$ cat src/hw/adc_vol_pkg.sv
// ------------------------------------------------------------
// package: constants for the record channel volume control
// ------------------------------------------------------------
// holds register offsets, field positions, reset values, codes and timing.
// assumes a single 20 MHz clock and an 8-bit page-0 register port.
package adc_vol_pkg;

    // ------------------------------------------------------------
    // types
    // ------------------------------------------------------------
    typedef logic signed [9:0] gain_t; // gain in tenths of a dB

    // ------------------------------------------------------------
    // register offsets and reset values
    // ------------------------------------------------------------
    localparam logic [6:0] ADDR_INPUT_CFG = 7'h51;
    localparam logic [6:0] ADDR_MUTE_FINE = 7'h52;
    localparam logic [6:0] ADDR_COARSE = 7'h53;
    localparam logic [7:0] RST_INPUT_CFG = 8'h00;
    localparam logic [7:0] RST_MUTE_FINE = 8'h80;
    localparam logic [7:0] RST_COARSE = 8'h00;

    // ------------------------------------------------------------
    // field positions
    // ------------------------------------------------------------
    localparam int POWER_BIT = 7;
    localparam int SRC_HI = 5;
    localparam int SRC_LO = 4;
    localparam int MIC_EN_BIT = 3;
    localparam int STEP_HI = 1;
    localparam int STEP_LO = 0;
    localparam int MUTE_BIT = 7;
    localparam int FINE_HI = 6;
    localparam int FINE_LO = 4;
    localparam int COARSE_HI = 6;

    // ------------------------------------------------------------
    // field codes
    // ------------------------------------------------------------
    localparam logic [1:0] SRC_GPIO = 2'h0;
    localparam logic [1:0] SRC_DATA_IN = 2'h2;
    localparam logic [1:0] STEP_EVERY = 2'h0;
    localparam logic [1:0] STEP_EVERY_TWO = 2'h1;
    localparam logic [1:0] STEP_OFF = 2'h2;

    // ------------------------------------------------------------
    // gain limits in tenths of a dB, coarse limits in 0.5 dB codes
    // ------------------------------------------------------------
    localparam gain_t GAIN_ZERO = 10'sh000;
    localparam gain_t GAIN_STEP = 10'sh005;
    localparam gain_t COARSE_MIN = -10'sh018;
    localparam gain_t COARSE_MAX = 10'sh028;
    localparam gain_t FINE_MAX = 10'sh004;

    // ------------------------------------------------------------
    // sample timing and pdm levels
    // ------------------------------------------------------------
    localparam int CLK_HZ = 20000000;
    localparam int SAMPLE_HZ = 48000;
    localparam logic [8:0] SAMPLE_DIV = 9'(CLK_HZ / SAMPLE_HZ);
    localparam logic signed [15:0] PDM_HIGH = 16'sh7fff;
    localparam logic signed [15:0] PDM_LOW = 16'sh8001;

endpackage

$ cat src/hw/gain_step_if.sv
// ------------------------------------------------------------
// interface: target gain and step rate towards the stepper
// ------------------------------------------------------------
// carries target, rate and sample tick one way and the applied gain back.
// assumes both ends run on mclk.
`timescale 1ns/1ps
interface gain_step_if;
    import adc_vol_pkg::*;
    gain_t target;
    gain_t current;
    logic [1:0] rate;
    logic tick;
    modport ctrl (output target, output rate, output tick, input current);
    modport step (input target, input rate, input tick, output current);
endinterface

$ cat src/hw/adc_dmic_volume_control.sv
// ------------------------------------------------------------
// adc_dmic_volume_control: record channel power, source and volume
// ------------------------------------------------------------
// holds the three page-0 control registers and the record sample path.
// assumes the serial control bus decodes into regAddr and the strobes on mclk.
// What this block does
// RULE1 - channel stays powered down until its power bit is set; resets off
// RULE2 - source field 00 takes mic from pin one, 10 from data-in pin
// RULE3 - mic enable set takes samples from the selected mic input
// RULE4 - stepping: 00 every sample, 01 every two samples, 10 immediate
// RULE5 - mute bit silences output; resets to muted
// RULE6 - fine gain attenuates 0.1 dB per code, up to -0.4 dB
// RULE7 - coarse gain two's complement 0.5 dB steps, -12 to +20 dB
// RULE8 - software writes zeros to fine register low four bits
// RULE9 - software writes reset values to reserved registers after coarse gain
// RULE10 - stepping approaches target one 0.5 dB step from a sample boundary
`timescale 1ns/1ps
module adc_dmic_volume_control (
    input wire logic mclk,
    input wire logic rst_n,
    input wire logic [6:0] regAddr,
    input wire logic regWrEn,
    input wire logic [7:0] regWrData,
    input wire logic regRdEn,
    output logic [7:0] regRdData,
    input wire logic generalPurposePinOne,
    input wire logic dataInPin,
    input wire logic signed [15:0] afeSample,
    output logic signed [15:0] recSample,
    output logic recValid,
    output adc_vol_pkg::gain_t recGain,
    output logic recMuted,
    output logic recPowered,
    output logic micActive
);
    import adc_vol_pkg::*;

    // ------------------------------------------------------------
    // gain mapping
    // ------------------------------------------------------------
    // combined gain in tenths of a dB; reserved codes clamp to the nearest end
    function automatic gain_t targetGain(input logic [6:0] coarse, input logic [2:0] fine);
        gain_t c;
        gain_t f;
        c = gain_t'(signed'(coarse)); // see RULE7
        if (c < COARSE_MIN) begin
            c = COARSE_MIN;
        end
        if (c > COARSE_MAX) begin
            c = COARSE_MAX;
        end
        f = gain_t'({7'h00, fine}); // see RULE6
        if (f > FINE_MAX) begin
            f = FINE_MAX;
        end
        return gain_t'(c * GAIN_STEP) - f;
    endfunction

    // ------------------------------------------------------------
    // control registers
    // ------------------------------------------------------------
    logic [7:0] cfg_q, cfg_d;
    logic [7:0] muteFine_q, muteFine_d;
    logic [7:0] coarse_q, coarse_d;
    logic [7:0] rdData_q, rdData_d;

    // writes store whole bytes; reserved bits are kept as written
    always_comb begin
        cfg_d = cfg_q;
        muteFine_d = muteFine_q;
        coarse_d = coarse_q;
        rdData_d = rdData_q;
        if (regWrEn) begin
            if (regAddr == ADDR_INPUT_CFG) begin
                cfg_d = regWrData;
            end else if (regAddr == ADDR_MUTE_FINE) begin
                muteFine_d = regWrData; // see RULE8
            end else if (regAddr == ADDR_COARSE) begin
                coarse_d = regWrData;
            end
        end
        if (regRdEn) begin
            if (regAddr == ADDR_INPUT_CFG) begin
                rdData_d = cfg_q;
            end else if (regAddr == ADDR_MUTE_FINE) begin
                rdData_d = muteFine_q;
            end else if (regAddr == ADDR_COARSE) begin
                rdData_d = coarse_q;
            end else begin
                rdData_d = 8'h00;
            end
        end
    end

    // register file, powered down and muted after reset
    always_ff @(posedge mclk or negedge rst_n) begin
        if (!rst_n) begin
            cfg_q <= RST_INPUT_CFG; // see RULE1
            muteFine_q <= RST_MUTE_FINE; // see RULE5
            coarse_q <= RST_COARSE;
            rdData_q <= 8'h00;
        end else begin
            cfg_q <= cfg_d;
            muteFine_q <= muteFine_d;
            coarse_q <= coarse_d;
            rdData_q <= rdData_d;
        end
    end

    // field decode
    logic powerOn;
    logic [1:0] srcSel;
    logic micEn;
    logic [1:0] stepMode;
    logic muteOn;
    gain_t target;
    assign powerOn = cfg_q[POWER_BIT];
    assign srcSel = cfg_q[SRC_HI:SRC_LO];
    assign micEn = cfg_q[MIC_EN_BIT];
    assign stepMode = cfg_q[STEP_HI:STEP_LO];
    assign muteOn = muteFine_q[MUTE_BIT];
    assign target = targetGain(coarse_q[COARSE_HI:0], muteFine_q[FINE_HI:FINE_LO]);

    // ------------------------------------------------------------
    // pin synchronisers
    // ------------------------------------------------------------
    logic [1:0] gpioSync_q, gpioSync_d;
    logic [1:0] dinSync_q, dinSync_d;

    // two flops per mic pin; only the second stage is read
    always_comb begin
        gpioSync_d = {gpioSync_q[0], generalPurposePinOne};
        dinSync_d = {dinSync_q[0], dataInPin};
    end

    always_ff @(posedge mclk or negedge rst_n) begin
        if (!rst_n) begin
            gpioSync_q <= 2'h0;
            dinSync_q <= 2'h0;
        end else begin
            gpioSync_q <= gpioSync_d;
            dinSync_q <= dinSync_d;
        end
    end

    // selected mic bit; reserved codes fall back to pin one
    logic srcBit;
    assign srcBit = (srcSel == SRC_DATA_IN) ? dinSync_q[1] : gpioSync_q[1]; // see RULE2

    // ------------------------------------------------------------
    // sample divider
    // ------------------------------------------------------------
    logic [8:0] divCnt_q, divCnt_d;
    logic sampleTick;
    assign sampleTick = powerOn && (divCnt_q == SAMPLE_DIV - 9'h001);

    // held at zero while powered down, so no sample period runs
    always_comb begin
        divCnt_d = divCnt_q + 9'h001;
        if (!powerOn || sampleTick) begin // see RULE1
            divCnt_d = 9'h000;
        end
    end

    always_ff @(posedge mclk or negedge rst_n) begin
        if (!rst_n) begin
            divCnt_q <= 9'h000;
        end else begin
            divCnt_q <= divCnt_d;
        end
    end

    // ------------------------------------------------------------
    // volume stepping
    // ------------------------------------------------------------
    gain_step_if gsIf ();
    assign gsIf.target = target;
    assign gsIf.rate = stepMode;
    assign gsIf.tick = sampleTick;

    volume_stepper stepper (
        .mclk(mclk),
        .rst_n(rst_n),
        .gs(gsIf.step)
    );

    // ------------------------------------------------------------
    // record sample path
    // ------------------------------------------------------------
    logic signed [15:0] sample_q, sample_d;
    logic valid_q, valid_d;
    logic muted_q, muted_d;

    // one sample per tick, from mic or front end, zeroed by mute
    always_comb begin
        sample_d = sample_q;
        valid_d = sampleTick;
        muted_d = muteOn;
        if (!powerOn) begin
            sample_d = 16'sh0000;
        end else if (sampleTick) begin
            if (muteOn) begin
                sample_d = 16'sh0000; // see RULE5
            end else if (micEn) begin
                sample_d = srcBit ? PDM_HIGH : PDM_LOW; // see RULE3
            end else begin
                sample_d = afeSample;
            end
        end
    end

    always_ff @(posedge mclk or negedge rst_n) begin
        if (!rst_n) begin
            sample_q <= 16'sh0000;
            valid_q <= 1'b0;
            muted_q <= 1'b1;
        end else begin
            sample_q <= sample_d;
            valid_q <= valid_d;
            muted_q <= muted_d;
        end
    end

    // outputs
    assign regRdData = rdData_q;
    assign recSample = sample_q;
    assign recValid = valid_q;
    assign recMuted = muted_q;
    assign recGain = gsIf.current;
    assign recPowered = powerOn;
    assign micActive = powerOn && micEn;

    // ------------------------------------------------------------
    // checks
    // ------------------------------------------------------------
    AST_DOWN_SILENT: assert property (@(posedge mclk) disable iff (!rst_n) // see RULE1
        !powerOn |=> (!recValid && recSample == 16'sh0000))
        else $error("powered-down channel produced a sample");
    AST_UP_TICKS: assert property (@(posedge mclk) disable iff (!rst_n) // see RULE1
        $rose(powerOn) |-> ##[1:420] (recValid || !powerOn))
        else $error("powered channel produced no sample in one period");
    AST_MIC_SOURCE: assert property (@(posedge mclk) disable iff (!rst_n) // see RULE2
        (sampleTick && micEn && !muteOn) |=>
        (recSample == ($past(srcSel == SRC_DATA_IN ? dinSync_q[1] : gpioSync_q[1]) ? PDM_HIGH : PDM_LOW)))
        else $error("mic sample not from the selected pin");
    AST_AFE_SOURCE: assert property (@(posedge mclk) disable iff (!rst_n) // see RULE3
        (sampleTick && !micEn && !muteOn) |=> (recSample == $past(afeSample)))
        else $error("front-end sample not passed with mic disabled");
    AST_MUTE_ZERO: assert property (@(posedge mclk) disable iff (!rst_n) // see RULE5
        (sampleTick && muteOn) |=> (recValid && recSample == 16'sh0000 && recMuted))
        else $error("muted channel passed audio");
    AST_FINE_MAP: assert property (@(posedge mclk) disable iff (!rst_n) // see RULE6
        (coarse_q[COARSE_HI:0] == 7'h00 && muteFine_q[FINE_HI:FINE_LO] == 3'h4) |-> (target == -10'sh004))
        else $error("fine code 100 is not -0.4 dB");
    AST_COARSE_MAP: assert property (@(posedge mclk) disable iff (!rst_n) // see RULE7
        (coarse_q[COARSE_HI:0] == 7'h68 && muteFine_q[FINE_HI:FINE_LO] == 3'h0) |-> (target == -10'sh078))
        else $error("coarse code 1101000 is not -12 dB");
    AST_IMMEDIATE_GAIN: assert property (@(posedge mclk) disable iff (!rst_n) // see RULE4
        (stepMode == STEP_OFF) ##1 (stepMode == STEP_OFF) |-> (recGain == $past(target)))
        else $error("gain not applied at once with stepping off");
endmodule

$ cat src/hw/volume_stepper.sv
// ------------------------------------------------------------
// volume_stepper: moves the applied gain towards the target
// ------------------------------------------------------------
// steps in 0.5 dB on sample ticks, or follows at once when stepping is off.
// assumes tick is a one-cycle pulse per sample period.
`timescale 1ns/1ps
module volume_stepper (
    input wire logic mclk,
    input wire logic rst_n,
    gain_step_if.step gs
);
    import adc_vol_pkg::*;

    gain_t cur_q, cur_d;
    logic parity_q, parity_d;
    gain_t diff;

    // next gain: one step per tick or per second tick, else jump
    always_comb begin
        cur_d = cur_q;
        parity_d = parity_q;
        diff = gs.target - cur_q;
        if (gs.rate == STEP_OFF || gs.rate == 2'h3) begin // see RULE4
            cur_d = gs.target;
            parity_d = 1'b0;
        end else if (gs.tick) begin // see RULE10
            parity_d = ~parity_q;
            if (gs.rate == STEP_EVERY || parity_q) begin // see RULE4
                if (diff > GAIN_STEP) begin
                    cur_d = cur_q + GAIN_STEP;
                end else if (diff < -GAIN_STEP) begin
                    cur_d = cur_q - GAIN_STEP;
                end else begin
                    cur_d = gs.target;
                end
            end
        end
    end

    // register the gain, 0 dB after reset
    always_ff @(posedge mclk or negedge rst_n) begin
        if (!rst_n) begin
            cur_q <= GAIN_ZERO;
            parity_q <= 1'b0;
        end else begin
            cur_q <= cur_d;
            parity_q <= parity_d;
        end
    end

    assign gs.current = cur_q;

    // ------------------------------------------------------------
    // checks
    // ------------------------------------------------------------
    AST_NO_STEP_BETWEEN_TICKS: assert property (@(posedge mclk) disable iff (!rst_n) // see RULE10
        (!gs.tick && (gs.rate == STEP_EVERY || gs.rate == STEP_EVERY_TWO)) |=> $stable(cur_q))
        else $error("gain moved outside a sample tick");
    AST_STEP_SIZE: assert property (@(posedge mclk) disable iff (!rst_n) // see RULE4
        (gs.tick && gs.rate == STEP_EVERY) |=>
        ((cur_q - $past(cur_q)) <= GAIN_STEP && ($past(cur_q) - cur_q) <= GAIN_STEP))
        else $error("gain step larger than 0.5 dB");
    AST_IMMEDIATE: assert property (@(posedge mclk) disable iff (!rst_n) // see RULE4
        (gs.rate == STEP_OFF) |=> (cur_q == $past(gs.target)))
        else $error("gain not applied at once with stepping off");
endmodule

$ cat config.mk
export PLATFORM = sky130hd
export DESIGN_NAME = adc_dmic_volume_control
export DESIGN_NICKNAME = d
export VERILOG_FILES = /design/src/hw/adc_vol_pkg.sv /design/src/hw/gain_step_if.sv /design/src/hw/adc_dmic_volume_control.sv /design/src/hw/volume_stepper.sv
export SDC_FILE = /design/constraint.sdc
export NUM_CORES = 1
export LEC_CHECK = 0
export BUFFER_PORTS_ARGS = -buffer_cell sky130_fd_sc_hd__buf_2
export CAP_MARGIN = 15
export CORE_MARGIN = 2
export CORE_UTILIZATION = 55
export DETAILED_ROUTE_END_ITERATION = 7
export HOLD_SLACK_MARGIN = 0.08
export PLACE_DENSITY = 0.78
export SLEW_MARGIN = 10
export SYNTH_ARGS = -nofsm -noshare
export SYNTH_HDL_FRONTEND = slang
export SYNTH_SLANG_ARGS = --single-unit
$ cat constraint.sdc
create_clock -name mclk -period 7.7 [get_ports mclk]
set_input_delay 1.155 -clock mclk [delete_from_list [all_inputs] [get_ports mclk]]
set_output_delay 1.155 -clock mclk [all_outputs]
set_load 0.01 [all_outputs]
==> impl_metrics.json <==
{
  "run_status": "finished, final reports clean",
  "crit_slowest_cell": "or4_1",
  "required_ns": 7.89,
  "cts.hold.buffers_added": 0,
  "post-route-drc-count": 0,
  "fin_cells": 694,
  "pin_count": 75,
  "worst-r2r-setup-slack_ns": 1.36,
  "fp.dieArea_um2": 9560,
  "die_w_um": 97.8,
  "clk_latency_ns": 0.34,
  "initial_core_util_pct": 56.0,
  "part_of_the_cycle_the_worst_path_needs_pct": 82.4,
  "synth_nets": 590,
  "floorplan.rows": 34,
  "synth_warnings": 0,
  "power.static_leakage_nw": 2.70,
  "synth.top_cells.by_count": "dfrtp_1, inv_1, nand2_1",
  "worstSetupStartpointType": "flip-flop",
  "pin_count_of_the_biggest_net_entering_global_routing": 75,
  "timing.critical_path.arrival_ns": 6.53,
  "place_inst": 678,
  "hp-class": "flip-flop to flip-flop",
  "synth_async_sr_flop_share_pct": 100,
  "cp-end-kind": "flip-flop",
  "detailedRoute.firstPassIterationCount": 5,
  "timing.final.hold_violations": 0,
  "num_antenna_cells": 0,
  "maxSlewHeadroom_pct": 28.5,
  "netlist_instances": 515,
  "post_cts.resized_instances": 0,
  "netlist.top_cell.by_area": "dfrtp_1",
  "vdd_ir_drop_max_uv": 289,
  "number_of_nets_in_the_layout": 656,
  "first_global_vias": 3921,
  "groute.usage.overall_pct": 23.6,
  "detail_route.vias_per_cell": 5.84,
  "netlist-cell-type-count": 60,
  "worstMarginPinSlew_ns": 1.07,
  "period_needed_ns": 6.34,
  "power_density_nw_per_um2": 372,
  "synthesis.area_per_instance_um2": 9.39,
  "synthDominantCellAreaShare_pct": 37.2,
  "critPathBufInv": 0,
  "rsz0062_at_grt": "false",
  "clock-root-buffer": "clkbuf_8",
  "maxSlewViolCount": 0,
  "critical_path_peak_fanout": 11,
  "cts_sinks": 74,
  "critical_path.top_delay_family": "compound AO/OA/AOI/OAI gates",
  "total_number_of_vias": 4051,
  "gr-total-overflow": 0,
  "clockBufferDepth": 2,
  "cpPeakStageDelay_ns": 0.56,
  "fp.coreArea_um2": 8640,
  "syn_area_um2": 4840,
  "die_extent_in_y_um": 97.8,
  "htreeDepth": 3,
  "setup.worst_path.class": "flip-flop to flip-flop",
  "gp_congestion": 0.933,
  "layout-area-overhead-vs-synth_pct": 13.2,
  "main_flop_type_after_synthesis": "dfrtp_1",
  "synth_top_cells_by_area": "dfrtp_1, ha_1, mux2_2",
  "totalNegativeSetupSlack_ns": 0,
  "synth-seq-cells": 74,
  "cts_inserted_buffers": 9,
  "drt_iter0_drc": 195,
  "seq_area_frac_synth_pct": 38.3,
  "fmax_ghz": 0.158,
  "synth_edf_count": 0,
  "clock_tree_from_tritoncts": "yes",
  "maxCapViolations": 0,
  "wire_per_inst_um": 16.2,
  "post-synth-top-count-cell": "dfrtp_1",
  "report.final.setup_viol": 0,
  "final_antenna_net_count": 0,
  "worst_setup_hold_path_clk_slew_ns": 0.09,
  "grt_first_pass_wirelength_um": 18500,
  "hpwl_um": 8390,
  "fin_worst_skew_ns": 0.00889,
  "drt-total-wl_um": 11200,
  "place.port_buffers": 74,
  "crit_chain": "o211ai_1 -> ha_1 -> nor2b_1 -> a21oi_1 -> and2_1 -> ha_1 -> fa_1 -> ha_1 -> a21o_1 -> a21oi_1 -> o21bai_1 -> a21oi_1 -> xnor2_1 -> ha_1 -> nor3b_1 -> a21oi_1 -> o21ai_0 -> a311o_1 -> or4_1 -> and3_1 -> a2111oi_0 -> o31ai_1",
  "grt_antenna_before_repair": 0,
  "cts_setup_buffers": 0,
  "layout-drive-gt1-share_pct": 22.7
}
==> state kept, by name, indices dropped and copies added (netlist names), 8 cells and up <==
name,count
divCnt_q,9
coarse_q,8
cfg_q,8
regRdData,8
muteFine_q,8
stepper.gs.current,10
recSample,16
==> final cells by class <==
class,instances,area [µm²]
fillers,716,3160
flip-flops and latches,74,1850
multi-input cells,371,2710
repair buffers,74,373
clock buffers,10,138
inverters,51,191
well taps,108,135
clock inverters,6,73.8
==> metal layers <==
| metal | share of wire (%) | track usage, % | vias up |
|---|---|---|---|
| met5 | 0 | 0 | - |
| met4 | 1.8 | 8.12 | 0 |
| met3 | 4.9 | 5.23 | 20 |
| met2 | 50 | 39.7 | 114 |
| met1 | 43 | 30.4 | 1958 |
| li1 | - | - | 1959 |
==> metrics by stage <==
stage	hold WS [ns]	power, W	worst slack (ns)	area (µm²)	utilization, %
2_1_floorplan	0.331	0.00146	2.12	4840	-
3_3_place_gp	0.334	0.00168	1.60	5270	61.0
3_5_place_dp	0.337	0.00170	1.47	5270	61.0
4_1_cts	0.358	0.00203	1.37	5480	63.4
5_1_grt	0.377	0.00220	0.864	5480	63.4
6_report	0.355	0.00204	1.36	5480	63.4
==> report_power, final <==
part           switching, W  leakage, nW  total, W  internal, W
clock              0.000150        0.101  0.000313     0.000162
sequential        0.0000570        0.984  0.000482     0.000425
combinational      0.000754         1.61   0.00124     0.000489
==> worst reg2reg max path: stages (launching register included) <==
cell and delay [ns]:
dfrtp_1 0.43, o211ai_1 0.20, ha_1 0.31, nor2b_1 0.30, a21oi_1 0.15, and2_1 0.20, ha_1 0.32, fa_1 0.51
ha_1 0.32, a21o_1 0.17, a21oi_1 0.21, o21bai_1 0.09, a21oi_1 0.22, xnor2_1 0.21, ha_1 0.38, nor3b_1 0.18
a21oi_1 0.11, o21ai_0 0.08, a311o_1 0.28, or4_1 0.56, and3_1 0.37, a2111oi_0 0.49, o31ai_1 0.13
==> path summary, 6_finish.rpt <==
kind / start / to / depth (start not counted)
min reg2reg: gpioSync_q[0] / gpioSync_q[1] / 0
max: coarse_q[4] / stepper.gs.current[6] / 22
min: gpioSync_q[0] / gpioSync_q[1] / 0
max in group asynchronous: rst_n / stepper.gs.current[8] / 1
max reg2reg: coarse_q[4] / stepper.gs.current[6] / 22
min in group asynchronous: rst_n / coarse_q[5] / 1
==> cells by family (layout without fill, tap and decap cells) <==
| group | Yosys count | in the layout | share of synthesized area (%) |
|---|---|---|---|
| and+or+nand+nor | 149 | 149 | 15.5 |
| AOI/OAI and AO/OA | 126 | 126 | 17.3 |
| DFF | 74 | 74 | 38.3 |
| buffers and inverters | 70 | 141 | 5.64 |
| adders and majority gates | 38 | 38 | 10.9 |
| muxes | 35 | 35 | 8.17 |
| xor gates and xnor gates | 23 | 23 | 4.16 |
==> placed cells by master (no fill, tap or decap), types with 5 or more instances in the layout <==
master | netlist | final
o21ai_0 | 30 | 30
nand3_1 | 15 | 15
nand2b_1 | 11 | 11
ha_1 | 31 | 31
nor2_1 | 34 | 34
o22ai_1 | 14 | 14
xnor2_1 | 19 | 19
a31oi_1 | 7 | 7
nand2_1 | 38 | 38
mux2_2 | 32 | 32
and2_1 | 6 | 6
a21o_1 | 7 | 7
inv_1 | 51 | 51
nor3_1 | 6 | 6
and3_1 | 9 | 9
o31ai_1 | 6 | 6
nor2b_1 | 10 | 10
dfrtp_1 | 72 | 72
clkbuf_8 | 0 | 10
a22oi_1 | 8 | 8
buf_2 | 2 | 73
fa_1 | 7 | 7
a21oi_1 | 19 | 19
nand4_1 | 5 | 5
Power figures use the tool's default switching activity.
